## src/hw/scr_defs.svh

```systemverilog
`ifndef SCR_DEFS_SVH
`define SCR_DEFS_SVH

// Opcode encodings
`define SCR_OP_PUSH 16'h0005
`define SCR_OP_SOFT_RESET 16'h00ff
`define SCR_CALL_MASK 16'hf800
`define SCR_CALL_MATCH 16'hd800

// Program counter values
`define SCR_PROG_RESET 21'h000000
`define SCR_PROG_STEP 21'h000002

// Offset field
`define SCR_OFS_MSB 10
`define SCR_OFS_W 11

// Quarters per instruction cycle
`define SCR_QUARTERS 4

`endif

```

## src/hw/scr_pkg.sv

```systemverilog
package scr_pkg;

    typedef enum logic [1:0] {
        SCR_Q1,
        SCR_Q2,
        SCR_Q3,
        SCR_Q4
    } scr_quarter_t;

    typedef enum logic [2:0] {
        SCR_OP_NONE,
        SCR_OP_OTHER,
        SCR_OP_PUSH_RET,
        SCR_OP_CALL,
        SCR_OP_SWRST
    } scr_op_t;

    typedef enum logic {
        SCR_ST_RUN,
        SCR_ST_IDLE2
    } scr_state_t;

    typedef struct packed {
        logic valid;
        logic [15:0] word;
    } scr_instr_t;

    typedef struct packed {
        logic push;
        logic [20:0] data;
    } scr_push_t;

endpackage

```

## src/hw/scr_qgen.sv

```systemverilog
`timescale 1ns/10ps
`default_nettype none

module scr_qgen (
    input wire logic ref_clk,
    input wire logic nrst,
    output scr_pkg::scr_quarter_t quarter_q
);

    always_ff @(posedge ref_clk or negedge nrst) begin
        if (!nrst) begin
            quarter_q <= scr_pkg::SCR_Q1;
        end else begin
            unique case (quarter_q)
                scr_pkg::SCR_Q1: quarter_q <= scr_pkg::SCR_Q2;
                scr_pkg::SCR_Q2: quarter_q <= scr_pkg::SCR_Q3;
                scr_pkg::SCR_Q3: quarter_q <= scr_pkg::SCR_Q4;
                scr_pkg::SCR_Q4: quarter_q <= scr_pkg::SCR_Q1;
            endcase
        end
    end

endmodule // scr_qgen

`default_nettype wire

```

## src/hw/scr_exec.sv

```systemverilog
`timescale 1ns/10ps
`default_nettype none
`include "scr_defs.svh"

// Operation
// - Opcode 0005h pushes program counter plus two
// - Push moves former top one level down
// - Push: one cycle, push in Q2
// - Pattern 11011 plus signed 11-bit offset
// - Call pushes return, jumps to return plus 2n
// - Call takes two cycles, second idle
// - Call: Q2 push, Q3 sum, Q4 write
// - Opcode 00FFh restores master clear state
// - Software reset: one word, one cycle
module scr_exec #(
    parameter int DEPTH = 16
) (
    input wire logic ref_clk,
    input wire logic nrst,
    input wire scr_pkg::scr_instr_t instr,
    output logic instr_taken_q,
    output logic [20:0] program_counter_q,
    output logic [20:0] top_of_return_stack,
    output logic [20:0] stack_below_top,
    output scr_pkg::scr_push_t push_q,
    output logic master_clear_req_q,
    output scr_pkg::scr_quarter_t quarter_q,
    output logic idle_cycle_q
);

    // ------------------------------------------------------------
    // Decode
    // ------------------------------------------------------------
    function automatic scr_pkg::scr_op_t scr_decode(input logic [15:0] w);
        if (w == `SCR_OP_PUSH) begin
            return scr_pkg::SCR_OP_PUSH_RET;
        end else if ((w & `SCR_CALL_MASK) == `SCR_CALL_MATCH) begin
            return scr_pkg::SCR_OP_CALL;
        end else if (w == `SCR_OP_SOFT_RESET) begin
            return scr_pkg::SCR_OP_SWRST;
        end
        return scr_pkg::SCR_OP_OTHER;
    endfunction

    scr_pkg::scr_op_t op_q;
    scr_pkg::scr_state_t state_q;
    logic [`SCR_OFS_W-1:0] offset_q;
    logic [20:0] target_q;
    logic [20:0] stack_q [DEPTH];
    logic [20:0] ret_addr;
    logic [20:0] offset_x2;
    logic take;

    scr_qgen u_scr_qgen (
        .ref_clk(ref_clk),
        .nrst(nrst),
        .quarter_q(quarter_q)
    );

    assign ret_addr = program_counter_q + `SCR_PROG_STEP;
    // Sign-extended word offset doubled to a byte offset
    assign offset_x2 = {{(21-`SCR_OFS_W-1){offset_q[`SCR_OFS_MSB]}}, offset_q, 1'b0};
    assign take = (quarter_q == scr_pkg::SCR_Q1) && (state_q == scr_pkg::SCR_ST_RUN)
                  && instr.valid;
    assign top_of_return_stack = stack_q[0];
    assign stack_below_top = stack_q[1];

    // ------------------------------------------------------------
    // Instruction latch
    // ------------------------------------------------------------
    always_ff @(posedge ref_clk or negedge nrst) begin
        if (!nrst) begin
            op_q <= scr_pkg::SCR_OP_NONE;
            offset_q <= '0;
            instr_taken_q <= 1'b0;
        end else begin
            instr_taken_q <= take;
            if (take) begin
                op_q <= scr_decode(instr.word);
                offset_q <= instr.word[`SCR_OFS_MSB:0];
            end else if (quarter_q == scr_pkg::SCR_Q4) begin
                op_q <= scr_pkg::SCR_OP_NONE;
            end
        end
    end

    // ------------------------------------------------------------
    // Cycle state
    // ------------------------------------------------------------
    always_ff @(posedge ref_clk or negedge nrst) begin
        if (!nrst) begin
            state_q <= scr_pkg::SCR_ST_RUN;
            idle_cycle_q <= 1'b0;
        end else if (quarter_q == scr_pkg::SCR_Q4) begin
            unique case (state_q)
                scr_pkg::SCR_ST_RUN: begin
                    if (op_q == scr_pkg::SCR_OP_CALL) begin
                        state_q <= scr_pkg::SCR_ST_IDLE2;
                        idle_cycle_q <= 1'b1;
                    end
                end
                scr_pkg::SCR_ST_IDLE2: begin
                    state_q <= scr_pkg::SCR_ST_RUN;
                    idle_cycle_q <= 1'b0;
                end
            endcase
        end
    end

    // ------------------------------------------------------------
    // Return stack
    // ------------------------------------------------------------
    logic do_push;
    logic do_swrst;
    assign do_push = (quarter_q == scr_pkg::SCR_Q2) &&
                     ((op_q == scr_pkg::SCR_OP_PUSH_RET) || (op_q == scr_pkg::SCR_OP_CALL));
    assign do_swrst = (quarter_q == scr_pkg::SCR_Q2) && (op_q == scr_pkg::SCR_OP_SWRST);

    always_ff @(posedge ref_clk or negedge nrst) begin
        if (!nrst) begin
            stack_q[0] <= `SCR_PROG_RESET;
        end else if (do_swrst) begin
            stack_q[0] <= `SCR_PROG_RESET;
        end else if (do_push) begin
            stack_q[0] <= ret_addr;
        end
    end

    for (genvar i = 1; i < DEPTH; i++) begin : g_stack
        always_ff @(posedge ref_clk or negedge nrst) begin
            if (!nrst) begin
                stack_q[i] <= `SCR_PROG_RESET;
            end else if (do_swrst) begin
                stack_q[i] <= `SCR_PROG_RESET;
            end else if (do_push) begin
                stack_q[i] <= stack_q[i-1];
            end
        end
    end

    always_ff @(posedge ref_clk or negedge nrst) begin
        if (!nrst) begin
            push_q <= '0;
        end else begin
            push_q.push <= do_push;
            push_q.data <= do_swrst ? `SCR_PROG_RESET : (do_push ? ret_addr : push_q.data);
        end
    end

    // ------------------------------------------------------------
    // Program counter and software reset
    // ------------------------------------------------------------
    always_ff @(posedge ref_clk or negedge nrst) begin
        if (!nrst) begin
            target_q <= `SCR_PROG_RESET;
        end else if (do_swrst) begin
            target_q <= `SCR_PROG_RESET;
        end else if ((quarter_q == scr_pkg::SCR_Q3) && (op_q == scr_pkg::SCR_OP_CALL)) begin
            target_q <= ret_addr + offset_x2;
        end
    end

    always_ff @(posedge ref_clk or negedge nrst) begin
        if (!nrst) begin
            program_counter_q <= `SCR_PROG_RESET;
        end else if (do_swrst) begin
            program_counter_q <= `SCR_PROG_RESET;
        end else if (quarter_q == scr_pkg::SCR_Q4) begin
            unique case (op_q)
                scr_pkg::SCR_OP_CALL: program_counter_q <= target_q;
                scr_pkg::SCR_OP_PUSH_RET, scr_pkg::SCR_OP_OTHER: begin
                    program_counter_q <= ret_addr;
                end
                scr_pkg::SCR_OP_NONE, scr_pkg::SCR_OP_SWRST: begin
                end
            endcase
        end
    end

    always_ff @(posedge ref_clk or negedge nrst) begin
        if (!nrst) begin
            master_clear_req_q <= 1'b0;
        end else begin
            master_clear_req_q <= do_swrst;
        end
    end

    // ------------------------------------------------------------
    // Checks
    // ------------------------------------------------------------
    AST_PUSH_Q2: assert property (@(posedge ref_clk) disable iff (!nrst)
        push_q.push |-> $past(quarter_q) == scr_pkg::SCR_Q2)
        else $error("push outside second quarter");

    AST_PUSH_DATA: assert property (@(posedge ref_clk) disable iff (!nrst)
        do_push |=> top_of_return_stack == $past(program_counter_q) + `SCR_PROG_STEP)
        else $error("pushed value is not counter plus two");

    AST_PUSH_DOWN: assert property (@(posedge ref_clk) disable iff (!nrst)
        do_push |=> stack_below_top == $past(top_of_return_stack))
        else $error("former top not moved down");

    AST_PUSH_ONE_CYCLE: assert property (@(posedge ref_clk) disable iff (!nrst)
        take && scr_decode(instr.word) == scr_pkg::SCR_OP_PUSH_RET
        |-> ##4 (quarter_q == scr_pkg::SCR_Q1 && state_q == scr_pkg::SCR_ST_RUN
                 && program_counter_q == $past(program_counter_q, 4) + `SCR_PROG_STEP))
        else $error("push did not finish in one cycle");

    AST_CALL_TARGET: assert property (@(posedge ref_clk) disable iff (!nrst)
        (quarter_q == scr_pkg::SCR_Q4 && op_q == scr_pkg::SCR_OP_CALL)
        |=> program_counter_q == $past(program_counter_q) + `SCR_PROG_STEP
            + 21'($signed({$past(offset_q), 1'b0})))
        else $error("call target not written in fourth quarter");

    AST_CALL_IDLE: assert property (@(posedge ref_clk) disable iff (!nrst)
        (quarter_q == scr_pkg::SCR_Q4 && op_q == scr_pkg::SCR_OP_CALL)
        |=> (idle_cycle_q && !push_q.push && !take)[*4] ##1 !idle_cycle_q)
        else $error("second call cycle not idle");

    AST_CALL_SUM: assert property (@(posedge ref_clk) disable iff (!nrst)
        (quarter_q == scr_pkg::SCR_Q3 && op_q == scr_pkg::SCR_OP_CALL)
        |=> target_q == $past(program_counter_q) + `SCR_PROG_STEP
            + 21'($signed({$past(offset_q), 1'b0})))
        else $error("call sum wrong");

    AST_SWRST: assert property (@(posedge ref_clk) disable iff (!nrst)
        do_swrst |=> master_clear_req_q && program_counter_q == `SCR_PROG_RESET
                     && top_of_return_stack == `SCR_PROG_RESET ##1 !master_clear_req_q)
        else $error("software reset incomplete");

    AST_SWRST_ONE_CYCLE: assert property (@(posedge ref_clk) disable iff (!nrst)
        take && scr_decode(instr.word) == scr_pkg::SCR_OP_SWRST
        |-> ##4 (quarter_q == scr_pkg::SCR_Q1 && state_q == scr_pkg::SCR_ST_RUN))
        else $error("software reset longer than one cycle");

endmodule // scr_exec

`default_nettype wire

```

## config.mk

```make
export PLATFORM = sky130hd
export DESIGN_NAME = scr_exec
export DESIGN_NICKNAME = d
export VERILOG_FILES = /design/src/hw/scr_pkg.sv /design/src/hw/scr_qgen.sv /design/src/hw/scr_exec.sv
export VERILOG_INCLUDE_DIRS = /design/src /design/src/hw
export SDC_FILE = /design/constraint.sdc
export NUM_CORES = 1
export LEC_CHECK = 0
export BUFFER_PORTS_ARGS = -buffer_cell sky130_fd_sc_hd__buf_4
export CAP_MARGIN = 20
export CORE_MARGIN = 4
export CORE_UTILIZATION = 45
export CTS_CLUSTER_SIZE = 40
export DETAILED_ROUTE_END_ITERATION = 8
export GPL_ROUTABILITY_DRIVEN = 0
export PLACE_DENSITY = 0.68
export SLEW_MARGIN = 40
export SYNTH_ARGS = -nofsm -noshare
export SYNTH_HDL_FRONTEND = slang
export SYNTH_HIERARCHICAL = 1
export SYNTH_SLANG_ARGS = --single-unit
```

## constraint.sdc

```tcl
create_clock -name ref_clk -period 4.1 [get_ports ref_clk]
set_clock_uncertainty 0.2 [all_clocks]
set_input_delay 0 -clock ref_clk [delete_from_list [all_inputs] [get_ports ref_clk]]
set_output_delay 0 -clock ref_clk [all_outputs]
set_load 0.01 [all_outputs]
```

==> metrics.csv <==
stage,metric,value,unit
critical_path,R2R cell count,12,
timing,minimum clock period,3.645,ns
clocking,CTS tree,built,
critical_path,critical-path cell list,ha_1 > nand3_1 > nor4_1 > xnor2_1 > inv_1 > ha_1 > and3_1 > and3_1 > a21o_2 > a211oi_1 > xnor2_1 > o21ai_2,
pwr,Lkg Pwr,3.424,nW
grt,initial antenna violation count,0,
layout,Antenna diodes,0,
drt,top layer in use,met4,
layout,ratio of cells with drive above 1 in the final layout,21.09,%
synthesis,cell area after synthesis,5919,µm²
synthesis,post-synthesis sequential area ratio,44.39,%
critical_path,"slowest stage delay, CP",0.49,ns
placed_design,DP HPWL,10840,µm
synthesis,synth warn,6,
synthesis,Yosys cell types,63,
floorplan,full die area,15050,µm²
critical_path,slowest CP cell,dfrtp_1,
timing,Final Hold Viols,0,
timing,Peak Freq,0.2744,GHz
synthesis,most common cell in the netlist,nand2_1,
synthesis,cell taking the most area after synthesis,dfrtp_1,
floorplan,Initial Util,46.34,%
grt,vias in the first global route,4882,
grt,GRT Residual Overflow,0,
layout,Layout area overhead,21.75,%
critical_path,Crit Path Category,flip-flop to flip-flop,
placed_design,Port Buf Inserts,108,
grt,first-pass GRT wire length,24360,µm
critical_path,Reg2Reg Launch Point,program_counter_q[2],
critical_path,Critical Path Sink,target_q[20],
synthesis,Area contributors post-synth,"dfrtp_1 44%, nand2_1 8.1%, ha_1 5.1%",
synthesis,"top cells by count, synth","128 x nand2_1, 105 x dfrtp_1, 52 x a21oi_1",
synthesis,fraction of registers with async set/reset,100.0,%
synthesis,Syn Inst Count,659,
critical_path,R2R Setup Slk,0.46,ns
floorplan,# rows,41,
floorplan,Die Wd,122.7,µm
clocking,CTS Buf Count,9,
synthesis,mean area per synthesized cell,8.982,µm²
timing,Tightest Pin Transition,0.6859,ns
clocking,H-tree levels,3,
grt,Total GRT Usage,20.31,%
clocking,Post-CTS Setup Bufs,0,
timing,Final setup viols,0,
pwr,Worst VDD drop,0.0002197,V
synthesis,number of synthesized flops with an enable pin,0,
drt,Pre-antenna DRT Iters,5,
synthesis,Synth top area share,44.39,%
worst_hold_path,min-delay worst type,primary input to async pin,
floorplan,Boundary Pins,109,
drt,wire length per cell,16.08,µm
clocking,worst skew pair latency,0.35,ns
critical_path,Critical path buffers and inverters,1,
status,outcome,"complete, no violations",
critical_path,CP required,4.12,ns
timing,Setup TNS Final,0,ns
drt,Routed Antenna Nets,0,
clocking,"Reg clk slew, reported paths",0.07,ns
synthesis,Synthesized Nets,703,
critical_path,arrival time at the worst endpoint,3.66,ns
critical_path,worst flop-to-flop path endpoint,target_q[20],
critical_path,Critical path origin,program_counter_q[2],
clocking,clock sinks,105,
grt,largest net degree at the start of global routing,76,
flow_run,max-cap violation count,0,
clocking,clock buffer depth,2,
drt,met1 wire length,6881,µm
timing,Rel. slew slack,53.92,%
synthesis,synthesized flop and latch total,105,
critical_path,WP depth,12,
drt,WL met2,7004,µm
timing,period utilisation layout,88.89,%
timing,"Slew Viols, Final",0,
drt,drt via density,5.545,
drt,Post-route DRC,0,
clocking,root buf cell,clkbuf_16,
drt,iteration-0 DRC count of the detailed router,407,
critical_path,Crit. End Element,flip-flop,
critical_path,CP Max Fanout,7,
critical_path,critical path startpoint category,flip-flop,
layout,# fillers,1141,
critical_path,top cell family by delay on the critical path,simple AND/OR/NAND/NOR gates,
floorplan,CORE AREA,12770,µm²
floorplan,die span in y,122.7,µm
synthesis,Most used DFF post-synth,dfrtp_1,
pwr,Power Density,395.6,nW/µm²
drt,routed wl met3,763,µm
layout,final net count,793,
placed_design,pre-CTS WS,0.4557,ns
timing,RSZ-0062 raised after global routing,false,
timing,final worst slack,0.4554,ns
drt,WL final,14890,µm
drt,via count,5135,
[registers in the layout (all words and copies together) (netlist names)]
name and count:
target_q 21, push_q 22, op_q 3, offset_q 11, stack_below_top 21, u_scr_qgen/quarter_q 2
idle_cycle_q 1, instr_taken_q 1, master_clear_req_q 1, state_q 1, program_counter_q 21
[worst reg2reg max path: stages (launching register included)]
cell and delay (ns):
dfrtp_1 0.49, ha_1 0.36, nand3_1 0.24, nor4_1 0.36
xnor2_1 0.22, inv_1 0.08, ha_1 0.36, and3_1 0.23
and3_1 0.20, a21o_2 0.22, a211oi_1 0.31, xnor2_1 0.19
o21ai_2 0.06
[metrics by stage]
stage | util [%] | area [µm²] | hold slack [ns] | std cells | power, mW
after detailed placement | 52.43 | 6698 | -0.1187 | 891 | 1.935
after CTS | 56.42 | 7207 | 0.07505 | 926 | 2.869
after global placement | 52.39 | 6691 | 0.01172 | 891 | 1.915
final | 56.42 | 7207 | 0.03936 | 926 | 2.851
after global routing | 56.42 | 7207 | 0.1225 | 926 | 3.010
after floorplan | - | 5919 | -0.4956 | 659 | 1.687
[timing repair]
item                      4_1_cts  5_1_grt
gates resized for setup         0        0
hold endpoints to repair       88        0
hold buffers                   19        0
[kinds of logic after synthesis]
logic type                 Yosys count  share of synthesized area [%]
xor gates and xnor gates            29                          4.545
adders and majority gates           25                          5.411
and+or+nand+nor                    254                          20.50
AOI/OAI and AO/OA                  161                          16.38
DFF                                105                          44.39
muxes                               12                          2.283
buffers and inverters               73                          6.489
[worst min path at each step]
stage	slack, ns	end	cells past startpoint
2_1_floorplan	-0.50	idle_cycle_q	0
3_3_place_gp	0.01	stack_below_top[1]	1
3_5_place_dp	-0.12	stack_below_top[3]	1
4_1_cts	0.08	stack_below_top[3]	2
5_1_grt	0.12	stack_below_top[3]	2
6_report	0.04	stack_below_top[1]	2
[cell type report]
type / count / area (µm²) / share of cell area (%)
clock buffers: 9 / 225.2 / 3.125
multi-input cells: 481 / 2917 / 40.47
well taps: 172 / 215.2 / 2.986
inverters: 17 / 63.81 / 0.8854
clock inverters: 7 / 93.84 / 1.302
flip-flops and latches: 105 / 2628 / 36.46
repair buffers: 135 / 1065 / 14.77
[cell usage in the layout (no fill, tap or decap), types with 2 or more instances in the layout]
master,instances
o21bai_1,3
bufinv_16,2
nor2_1,29
or3_1,2
a21o_1,5
nor4_1,4
nor3_1,12
o31ai_1,6
inv_1,16
a21oi_1,52
clkinv_2,3
xor2_1,9
nand4_1,9
nand2_1,128
mux2_2,12
nand3_1,34
ha_1,24
nor4b_2,2
and4_1,3
dlygate4sd3_1,19
o21ai_0,49
nand3b_1,4
o211ai_1,3
and3_1,6
a211o_1,2
buf_4,115
o2bb2ai_1,4
o22ai_1,10
xnor2_1,19
or4_1,3
o21a_1,4
a211oi_1,6
clkbuf_16,9
nor2b_1,4
a2111o_1,2
nand2b_1,3
a31oi_1,3
dfrtp_1,105
[metal layers]
layer | up-vias | GRT usage [%]
met5 | - | 0
met4 | 0 | 5.738
met3 | 17 | 3.180
met2 | 180 | 33.55
met1 | 2444 | 27.74
li1 | 2494 | -
[power breakdown]
part	internal [mW]	total (mW)	switching (mW)
clock	0.536	0.917	0.381
sequential	1.11	1.21	0.0929
combinational	0.327	0.728	0.401
total	1.98	2.85	0.875
No activity file was read; power rests on OpenSTA's default activity.
